**src/pkg/sieb_pkg.sv**
```systemverilog
/*
 * shared constants for the supervisor interrupt-enable bank: register
 * offsets, implemented-bit masks, field positions and reset values.
 * assumes an 8-bit register access port with byte offsets as printed.
 */
package sieb_pkg;

    // ==================================================================
    // widths
    localparam int SIEB_DATA_W = 8;
    localparam int SIEB_ADDR_W = 8;
    localparam int SIEB_SEQ_CH = 6;
    localparam int SIEB_MON_CH = 8;

    // ==================================================================
    // register offsets
    localparam logic [7:0] SIEB_OFF_SEQ_OFF = 8'h18;
    localparam logic [7:0] SIEB_OFF_SEQ_EXS = 8'h19;
    localparam logic [7:0] SIEB_OFF_SEQ_ENS = 8'h1A;
    localparam logic [7:0] SIEB_OFF_CTRL = 8'h1B;
    localparam logic [7:0] SIEB_OFF_TEST = 8'h1C;
    localparam logic [7:0] SIEB_OFF_VENDOR = 8'h1D;
    localparam logic [7:0] SIEB_OFF_MON_EN = 8'h1E;

    // ==================================================================
    // writable-bit masks; reserved bits are zero here
    localparam logic [7:0] SIEB_MASK_SEQ = 8'h3F;
    localparam logic [7:0] SIEB_MASK_CTRL = 8'h17;
    localparam logic [7:0] SIEB_MASK_TEST = 8'h0B;
    localparam logic [7:0] SIEB_MASK_MON = 8'hFF;

    // ==================================================================
    // field positions
    localparam int SIEB_BIT_RT_CRC = 4;
    localparam int SIEB_BIT_TSD = 2;
    localparam int SIEB_BIT_SYNC = 1;
    localparam int SIEB_BIT_PEC = 0;
    localparam int SIEB_BIT_OTP_CORRECT = 3;
    localparam int SIEB_BIT_BIST_DONE = 1;
    localparam int SIEB_BIT_BIST_FAIL = 0;

    // ==================================================================
    // reset values
    localparam logic [7:0] SIEB_RST_SEQ = 8'h00;
    localparam logic [7:0] SIEB_RST_CTRL = 8'h00;
    localparam logic [7:0] SIEB_RST_TEST = 8'h00;
    localparam logic [7:0] SIEB_RST_MON = 8'h00;
    localparam logic [7:0] SIEB_RD_ZERO = 8'h00;

endpackage

```
**src/verilog/sieb_irq_enable_bank.sv**
```systemverilog
/*
 * interrupt-enable and channel-monitor-enable register group of a
 * multichannel supervisor. holds the masks, reads them back, and drives
 * the active-low open-drain fault interrupt pin from enabled fault levels.
 * assumes the serial front end decodes transfers into single-cycle
 * read and write strobes on clk_i, and that fault sources are held levels
 * produced on the same clock.
 */
module sieb_irq_enable_bank
(
    // clock and reset
    input wire logic clk_i,
    input wire logic resetn_i,
    // register access port
    input wire logic [sieb_pkg::SIEB_ADDR_W-1:0] reg_addr_i,
    input wire logic [sieb_pkg::SIEB_DATA_W-1:0] reg_wdata_i,
    input wire logic reg_wr_i,
    input wire logic reg_rd_i,
    output logic [sieb_pkg::SIEB_DATA_W-1:0] reg_rdata_o,
    output logic reg_rvalid_o,
    // fault sources, held levels
    input wire logic [sieb_pkg::SIEB_SEQ_CH-1:0] seq_off_fault_i,
    input wire logic [sieb_pkg::SIEB_SEQ_CH-1:0] seq_exs_fault_i,
    input wire logic [sieb_pkg::SIEB_SEQ_CH-1:0] seq_ens_fault_i,
    input wire logic rt_crc_fault_i,
    input wire logic tsd_fault_i,
    input wire logic sync_fault_i,
    input wire logic pec_fault_i,
    input wire logic otp_correct_fault_i,
    input wire logic bist_done_i,
    input wire logic bist_fail_i,
    // channel monitor enables
    output logic [sieb_pkg::SIEB_MON_CH-1:0] mon_chan_en_o,
    // open-drain interrupt pin
    output logic fault_irq_out_n_o,
    output logic fault_irq_oe_o
);
    import sieb_pkg::*;

    // ==================================================================
    // mask registers
    logic [7:0] seq_off_mask_reg;
    logic [7:0] seq_exs_mask_reg;
    logic [7:0] seq_ens_mask_reg;
    logic [7:0] ctrl_mask_reg;
    logic [7:0] test_mask_reg;
    logic [7:0] mon_en_reg;
    logic [7:0] rdata_reg;
    logic [7:0] rdata_next;
    logic rvalid_reg;
    logic irq_reg;
    logic irq_next;
    logic [7:0] ctrl_src;
    logic [7:0] test_src;

    // only implemented bits ever store a one, so reserved bits read zero
    always_ff @(posedge clk_i or negedge resetn_i)
    begin
        if (!resetn_i)
        begin
            seq_off_mask_reg <= SIEB_RST_SEQ;
            seq_exs_mask_reg <= SIEB_RST_SEQ;
            seq_ens_mask_reg <= SIEB_RST_SEQ;
            ctrl_mask_reg <= SIEB_RST_CTRL;
            test_mask_reg <= SIEB_RST_TEST;
            mon_en_reg <= SIEB_RST_MON;
        end
        else if (reg_wr_i)
        begin
            unique case (reg_addr_i)
                SIEB_OFF_SEQ_OFF: seq_off_mask_reg <= reg_wdata_i & SIEB_MASK_SEQ;
                SIEB_OFF_SEQ_EXS: seq_exs_mask_reg <= reg_wdata_i & SIEB_MASK_SEQ;
                SIEB_OFF_SEQ_ENS: seq_ens_mask_reg <= reg_wdata_i & SIEB_MASK_SEQ;
                SIEB_OFF_CTRL: ctrl_mask_reg <= reg_wdata_i & SIEB_MASK_CTRL;
                SIEB_OFF_TEST: test_mask_reg <= reg_wdata_i & SIEB_MASK_TEST;
                SIEB_OFF_MON_EN: mon_en_reg <= reg_wdata_i & SIEB_MASK_MON;
                // maker register and unmapped offsets drop the write
                default: ;
            endcase
        end
    end

    // ==================================================================
    // read back
    always_comb
    begin
        unique case (reg_addr_i)
            SIEB_OFF_SEQ_OFF: rdata_next = seq_off_mask_reg;
            SIEB_OFF_SEQ_EXS: rdata_next = seq_exs_mask_reg;
            SIEB_OFF_SEQ_ENS: rdata_next = seq_ens_mask_reg;
            SIEB_OFF_CTRL: rdata_next = ctrl_mask_reg;
            SIEB_OFF_TEST: rdata_next = test_mask_reg;
            SIEB_OFF_MON_EN: rdata_next = mon_en_reg;
            default: rdata_next = SIEB_RD_ZERO;
        endcase
    end

    always_ff @(posedge clk_i or negedge resetn_i)
    begin
        if (!resetn_i)
        begin
            rdata_reg <= SIEB_RD_ZERO;
            rvalid_reg <= 1'b0;
        end
        else
        begin
            rvalid_reg <= reg_rd_i;
            if (reg_rd_i)
            begin
                rdata_reg <= rdata_next;
            end
        end
    end

    assign reg_rdata_o = rdata_reg;
    assign reg_rvalid_o = rvalid_reg;
    assign mon_chan_en_o = mon_en_reg;

    // ==================================================================
    // interrupt gating
    always_comb
    begin
        ctrl_src = SIEB_RD_ZERO;
        ctrl_src[SIEB_BIT_RT_CRC] = rt_crc_fault_i;
        ctrl_src[SIEB_BIT_TSD] = tsd_fault_i;
        ctrl_src[SIEB_BIT_SYNC] = sync_fault_i;
        ctrl_src[SIEB_BIT_PEC] = pec_fault_i;
        test_src = SIEB_RD_ZERO;
        test_src[SIEB_BIT_OTP_CORRECT] = otp_correct_fault_i;
        test_src[SIEB_BIT_BIST_DONE] = bist_done_i;
        test_src[SIEB_BIT_BIST_FAIL] = bist_fail_i;
    end

    // a zero enable bit blocks its source outright; reserved mask bits
    // are always zero so unused source slots can never assert the pin
    assign irq_next = (|(seq_off_fault_i & seq_off_mask_reg[SIEB_SEQ_CH-1:0]))
        | (|(seq_exs_fault_i & seq_exs_mask_reg[SIEB_SEQ_CH-1:0]))
        | (|(seq_ens_fault_i & seq_ens_mask_reg[SIEB_SEQ_CH-1:0]))
        | (|(ctrl_src & ctrl_mask_reg))
        | (|(test_src & test_mask_reg));

    // registered so the pin never glitches on a combinational hazard
    always_ff @(posedge clk_i or negedge resetn_i)
    begin
        if (!resetn_i)
        begin
            irq_reg <= 1'b0;
        end
        else
        begin
            irq_reg <= irq_next;
        end
    end

    // open drain: pull low while an enabled fault is pending
    assign fault_irq_out_n_o = ~irq_reg;
    assign fault_irq_oe_o = irq_reg;
endmodule

```
**config.mk**
```make
export PLATFORM = sky130hd
export DESIGN_NAME = sieb_irq_enable_bank
export DESIGN_NICKNAME = d
export VERILOG_FILES = /design/src/pkg/sieb_pkg.sv /design/src/verilog/sieb_irq_enable_bank.sv
export SDC_FILE = /design/constraint.sdc
export NUM_CORES = 1
export LEC_CHECK = 0
export BUFFER_PORTS_ARGS = -buffer_cell sky130_fd_sc_hd__buf_2
export CAP_MARGIN = 25
export CORE_MARGIN = 5
export CORE_UTILIZATION = 50
export DETAILED_ROUTE_END_ITERATION = 8
export GPL_TIMING_DRIVEN = 0
export PLACE_DENSITY = 0.83
export SETUP_SLACK_MARGIN = 0.3
export SYNTH_ARGS = -nofsm -noshare
export SYNTH_HDL_FRONTEND = slang
export SYNTH_SLANG_ARGS = --single-unit
```
**constraint.sdc**
```tcl
create_clock -name clk_i -period 1.5 [get_ports clk_i]
set_clock_uncertainty 0.05 [all_clocks]
set_input_delay 0.15 -clock clk_i [delete_from_list [all_inputs] [get_ports clk_i]]
set_output_delay 0.15 -clock clk_i [all_outputs]
set_load 0.02 [all_outputs]
```
==> out/summary.txt, run 1 <==
Main area contributors after synthesis -> dfrtp_1, mux2_2, mux2_4
Area fraction of the dominant cell type after synthesis -> 0.514
Clock Power Share -> 0.302
Reg-to-Reg Start -> seq_off_mask_reg[3]$_DFFE_PN0P_
Total of max-cap violations -> 0
Outcome -> finished, final reports clean
Layout Nets -> 282
CTS tree -> done
Mapped Cells -> 152
Area used by multi-input combinational logic -> 998 um2
Sw frac -> 0.263
Total detailed-routing wirelength -> 5.48 mm
Slew HR -> 0.746
Fillers -> 304
Hold path startpoint -> reg_wdata_i[6]
Worst-margin pin slew -> 0.382 ns
Initial antenna violation count -> 0
Area grow syn2layout -> 32.4%
Combinational Power Share -> 0.167
Int Pwr -> 0.00174 W
Post-synth EDFFs -> 0
Ant. Diodes -> 0
Boundary pin count -> 64
Layout cells sized above 1 -> 0.592
DRC Markers -> 0
Syn Area/Cell -> 13.8 um2
Yosys cell types -> 38
Yosys reg bits -> 43
CTS Buf Count -> 5
CP cell instances -> mux4_2 -> nor2b_1 -> a31oi_1 -> o2bb2ai_1
WP data arrival -> 1.57 ns
Pwr Total -> 0.00236 W
Row Count -> 23
Crit path launch -> seq_off_mask_reg[3]$_DFFE_PN0P_
RSZ-0062 raised after global routing -> true
Leakage Power -> 1.42 nW
Final Hold Viols -> 0
GRT overflow -> 0
Reg area -> 1080 um2
Req. time, crit path -> 1.63 ns
Max Slew Vio Count -> 0
Worst VDD drop -> 0.000585 V
GPL Wtd Cong -> 0.868
Placed Area -> 2480 um2
Setup crit end kind -> flip-flop
Power per cell area -> 851 nW/um2
Vias per cell -> 5.69
Most frequent cells after synthesis -> dfrtp_1, mux2_2, mux2_4, a22oi_1, nor2_1
Flop pwr share -> 0.531
Design Area, Final -> 2770 um2
Starting DRT DRC Count -> 139
Min-delay worst type -> primary input to flip-flop
Slowest CP cell -> mux4_2
Count of input and output buffers -> 61
DPL Wire Length -> 3.75 mm
Sequential area share after synthesis -> 0.514
Synth Net Count -> 197
Count leader, synth -> dfrtp_1
GRT Total Usage -> 0.206
Clk sinks -> 43
Clock period minus worst slack -> 1.44 ns
TritonRoute pass-1 iters -> 5
Die Wd -> 74.7 um
Fin Setup TNS -> 0 ns
Slowest stage delay, CP -> 0.47 ns
Total number of vias -> 1639
# setup viols final -> 0
Placed cells -> 263
Worst-path clk slew -> 0.08 ns
Post-detailed-route count of antenna-violating nets -> 0
H-tree levels -> 2
Most used flip-flop cell after synthesis -> dfrtp_1
Vias in the first global route -> 1648
CP Max Fanout -> 2
Largest net degree at the start of global routing -> 44
Cell taking the most area after synthesis -> dfrtp_1
Die area -> 5580 um2
First-pass GRT wire length -> 8.38 mm
CP Class -> flip-flop to flip-flop
FFs w/ async S/R, synth -> 1.00
Tcrit/Tclk final -> 0.959
Clk buf depth -> 2
Mean routed wirelength per cell -> 19.0 um
CTS Root Cell -> clkbuf_8
Clk Latency, worst-skew pair -> 0.30 ns
Post-Syn Area -> 2090 um2
Core ar. -> 4030 um2
Sw Pwr -> 0.000621 W
Yosys Warn Count -> 0
Peak Freq -> 695 MHz
Starting Density -> 0.520
Post-Layout Cell Count -> 288
Crit path launch type -> flip-flop
Die height -> 74.7 um
==> routing by layer <==
layer  global-route usage  vias to the layer above  wire length [um]
li1                     -                      754                 -
met1                0.272                      812              2210
met2                0.338                       64              2770
met3               0.0574                        9               409
met4               0.0534                        0                80
met5                    0                        -                 0
==> repair_timing <==
action / CTS / global route
endpoints found under the setup margin: 18 / 27
endpoints found under the hold margin: 44 / 43
pin swaps: 7 / 6
buffers inserted: 10 / 4
hold buffers: 1 / 1
gates resized for setup: 9 / 9
cloned: 0 / 0
==> cell usage in the layout (no fill, tap or decap), types with 3 or more instances in the layout <==
cell       synthesis  layout
buf_2              4      61
dfrtp_1           43      41
mux2_2            22      20
mux2_4            12      14
buf_4              1      11
buf_6              2      10
nor2_1             7       7
a22oi_1            7       6
clkbuf_8           0       5
a22o_1             4       4
nand2_1            5       4
mux4_2             2       4
nand4_1            3       3
a21oi_2            0       3
mux2i_1            3       3
o2bb2ai_1          3       3
==> stage by stage <==
| stage | hold slack [ns] | util | worst slack [ns] |
|---|---|---|---|
| after floorplan | -0.196 | - | 0.107 |
| after CTS | -0.0388 | 0.668 | 0.0668 |
| after global placement | 0.274 | 0.616 | -0.0532 |
| final | 0.0403 | 0.688 | 0.0616 |
| after global routing | 0.0264 | 0.688 | 0.0413 |
| after detailed placement | 0.273 | 0.616 | -0.0709 |
==> final cells by class <==
type	instances	area share
clock buffer	7	0.0275
tap	50	0.0226
sequential	43	0.389
timing repair buffer	78	0.176
clock inverter	1	0.00181
buffer	7	0.0194
multi-input combinational	99	0.360
inverter	3	0.00406
==> worst max-delay path, delay by kind of cell, from the launching register on <==
| family | cells | cell delay [ns] |
|---|---|---|
| and+or+nand+nor | 1 | 0.15 |
| AOI/OAI and AO/OA | 2 | 0.25 |
| muxes | 1 | 0.47 |
| DFF | 1 | 0.40 |
==> path summary, 6_finish.rpt <==
kind,endpoint,slack (ns),cells after the start
max reg2reg,reg_rdata_o[3]$_DFFE_PN0P_,0.06,4
min in group asynchronous,reg_rdata_o[2]$_DFFE_PN0P_,0.30,3
min,mon_chan_en_o[6]$_DFFE_PN0P_,0.04,2
max,reg_rdata_o[3]$_DFFE_PN0P_,0.06,4
max in group asynchronous,mon_chan_en_o[5]$_DFFE_PN0P_,0.89,3
min reg2reg,reg_rdata_o[1]$_DFFE_PN0P_,0.44,1
==> cells by family after synthesis <==
kind of cell           share of synthesized area
muxes                                      0.265
AOI/OAI and AO/OA                          0.106
buffers and inverters                     0.0293
DFF                                        0.514
and+or+nand+nor                           0.0854
==> power groups by stage <==
stage,sequential (W),combinational (W),clock [W]
after floorplan,0.00129,0.000155,0
after global placement,0.00127,0.000329,0
after detailed placement,0.00128,0.000333,0
after CTS,0.00125,0.000370,0.000728
after global routing,0.00126,0.000429,0.000788
final,0.00125,0.000395,0.000713
Power figures use the tool's default switching activity.
==> run 2: changes to the inputs <==
--- a/config.mk
+++ b/config.mk
@@ -11,7 +11,7 @@
 export CORE_UTILIZATION = 50
 export DETAILED_ROUTE_END_ITERATION = 8
 export GPL_TIMING_DRIVEN = 0
-export PLACE_DENSITY = 0.83
+export PLACE_DENSITY = 0.84
 export SETUP_SLACK_MARGIN = 0.3
 export SYNTH_ARGS = -nofsm -noshare
 export SYNTH_HDL_FRONTEND = slang
==> out/summary.txt, run 2 (synthesized netlist as in run 1, its figures left out) <==
Outcome -> finished, final reports clean
Core ar. -> 4030 um2 (unchanged)
Worst-margin pin slew -> 0.488 ns (+0.106 ns)
Row Count -> 23 (unchanged)
Largest net degree at the start of global routing -> 44 (unchanged)
Clock period minus worst slack -> 1.45 ns (+0.00778 ns)
Hold Path Sink -> fault_irq_oe_o$_DFF_PN0_
Post-detailed-route count of antenna-violating nets -> 0 (unchanged)
Vias in the first global route -> 1680 (+1.9%)
Peak Freq -> 691 MHz (-0.54%)
GRT Total Usage -> 0.203 (-0.00333)
Sw frac -> 0.257 (-0.00586)
Slew HR -> 0.675 (-0.0707)
Worst-path clk slew -> 0.08 ns (about the same)
CTS tree -> done
Design Area, Final -> 2780 um2 (about the same)
H-tree levels -> 2 (unchanged)
Reg-to-Reg Start -> ctrl_mask_reg[2]$_DFFE_PN0P_
Layout cells sized above 1 -> 0.614 (+0.0220)
Most frequent cells in the layout -> buf_2, dfrtp_1, mux2_2
Clk sinks -> 43 (unchanged)
WP data arrival -> 1.59 ns (+0.02 ns)
Mean routed wirelength per cell -> 19.2 um (+0.68%)
Layout Nets -> 281 (-0.35%)
Area grow syn2layout -> 32.5% (about the same)
Final Hold Viols -> 0 (unchanged)
Power per cell area -> 859 nW/um2 (+0.98%)
Worst r2r path cells -> 3 (-1)
Combinational Power Share -> 0.167 (about the same)
FF-to-FF End -> reg_rdata_o[2]$_DFFE_PN0P_
Ant. Diodes -> 0 (unchanged)
Initial antenna violation count -> 0 (unchanged)
Setup crit end kind -> flip-flop
Boundary pin count -> 64 (unchanged)
Clk Latency, worst-skew pair -> 0.30 ns (about the same)
Placed Area -> 2480 um2 (unchanged)
Tcrit/Tclk final -> 0.964 (+0.00519)
Clock Power Share -> 0.309 (+0.007)
GRT overflow -> 0 (unchanged)
DRC Markers -> 0 (unchanged)
Leakage Power -> 1.41 nW (-0.59%)
R2r setup slk -> 0.05 ns (about the same)
GPL Wtd Cong -> 0.854 (-1.6%)
Hold path startpoint -> seq_ens_fault_i[1]
Int Pwr -> 0.00177 W (+1.9%)
Pwr Total -> 0.00238 W (+1.1%)
Clk buf depth -> 2 (unchanged)
Total detailed-routing wirelength -> 5.48 mm (about the same)
Vias per cell -> 5.76 (+1.3%)
# setup viols final -> 0 (unchanged)
TritonRoute pass-1 iters -> 4 (-1)
Sw Pwr -> 0.000614 W (-1.2%)
Crit path launch type -> flip-flop
Die Wd -> 74.7 um (unchanged)
CTS Buf Count -> 5 (unchanged)
Fin util -> 0.689 (about the same)
CP Max Fanout -> 2 (unchanged)
Starting DRT DRC Count -> 107 (-23%)
Req. time, crit path -> 1.64 ns (about the same)
CTS Root Cell -> clkbuf_8
DPL Wire Length -> 3.88 mm (+3.5%)
Total of max-cap violations -> 0 (unchanged)
Worst VDD drop -> 0.000580 V (-0.92%)
Hold depth -> 3 (+1)
Min-delay worst type -> primary input to flip-flop
Max Slew Vio Count -> 0 (unchanged)
Total number of vias -> 1648 (+0.55%)
Count of input and output buffers -> 61 (unchanged)
Starting Density -> 0.520 (unchanged)
Die height -> 74.7 um (unchanged)
Die area -> 5580 um2 (unchanged)
Most common cell after layout, fill and taps aside -> buf_2
First-pass GRT wire length -> 8.30 mm (-0.91%)
Flop pwr share -> 0.525 (-0.006)
RSZ-0062 raised after global routing -> true
CP Class -> flip-flop to flip-flop
## run 2: cell count changes in the layout (fill, tap and decap cells not counted), sizes merged
cell	delta
clkbuf	-1
buf	-1
## run 2: metal layers
| metal | GRT usage | vias to the layer above | wire length (um) |
|---|---|---|---|
| met3 | 0.0374 | 12 | 420 |
| met5 | 0 | - | 0 |
| met2 | 0.332 | 70 | 2710 |
| li1 | - | 755 | - |
| met4 | 0.0672 | 0 | 108 |
| met1 | 0.274 | 811 | 2230 |
## run 2: timing repair
item | CTS | global route
gates cloned | 0 | 0
hold buffers | 1 | 1
gates resized for setup | 11 | 5
setup endpoints to repair | 18 | 19
setup buffers | 11 | 2
endpoints found under the hold margin | 44 | 43
pin swaps | 8 | 7
## run 2: power groups by stage
stage	Combinational (W)	Clock (W)	Sequential, W
floorplan	0.000155	0	0.00129
global placement	0.000332	0	0.00127
detailed placement	0.000338	0	0.00128
CTS	0.000378	0.000750	0.00125
global route	0.000431	0.000794	0.00126
finish	0.000397	0.000736	0.00125
## run 2: layout make-up
type	count	area, um2
timing repair buffer	77	462
clock inverter	1	5.00
clock buffer	6	82.6
buffer	7	53.8
fill	302	1250
sequential	43	1080
inverter	3	11.3
multi-input combinational	99	1020
tap	50	62.6
## run 2: per-stage QoR
step                      setup TNS, ns  hold WS [ns]  setup WS (ns)  cells
final                                 0        0.0423         0.0539    286
after detailed placement         -0.618         0.269        -0.0638    263
after floorplan                       0        -0.196          0.107    152
after global placement           -0.345         0.273        -0.0414    263
after CTS                             0       -0.0241         0.0470    282
after global routing                  0        0.0302        0.00814    286
## run 2: worst max path at each step
| stage | cells after the start | start | slack, ns | to |
|---|---|---|---|---|
| 3_5_place_dp | 6 | reg_addr_i[5] | -0.06 | mon_chan_en_o[0]$_DFFE_PN0P_ |
| 2_1_floorplan | 4 | mon_chan_en_o[3]$_DFFE_PN0P_ | 0.11 | reg_rdata_o[3]$_DFFE_PN0P_ |
| 4_1_cts | 3 | ctrl_mask_reg[2]$_DFFE_PN0P_ | 0.05 | reg_rdata_o[2]$_DFFE_PN0P_ |
| 3_3_place_gp | 6 | reg_addr_i[5] | -0.04 | mon_chan_en_o[5]$_DFFE_PN0P_ |
| 5_1_grt | 3 | seq_off_mask_reg[2]$_DFFE_PN0P_ | 0.008 | reg_rdata_o[2]$_DFFE_PN0P_ |
| 6_report | 3 | ctrl_mask_reg[2]$_DFFE_PN0P_ | 0.05 | reg_rdata_o[2]$_DFFE_PN0P_ |
## run 2: worst max-delay path, stage by stage (launching register included)
cell and delay [ns]:
dfrtp_1 0.38, mux4_2 0.48, nor3b_1 0.16, a221o_1 0.26
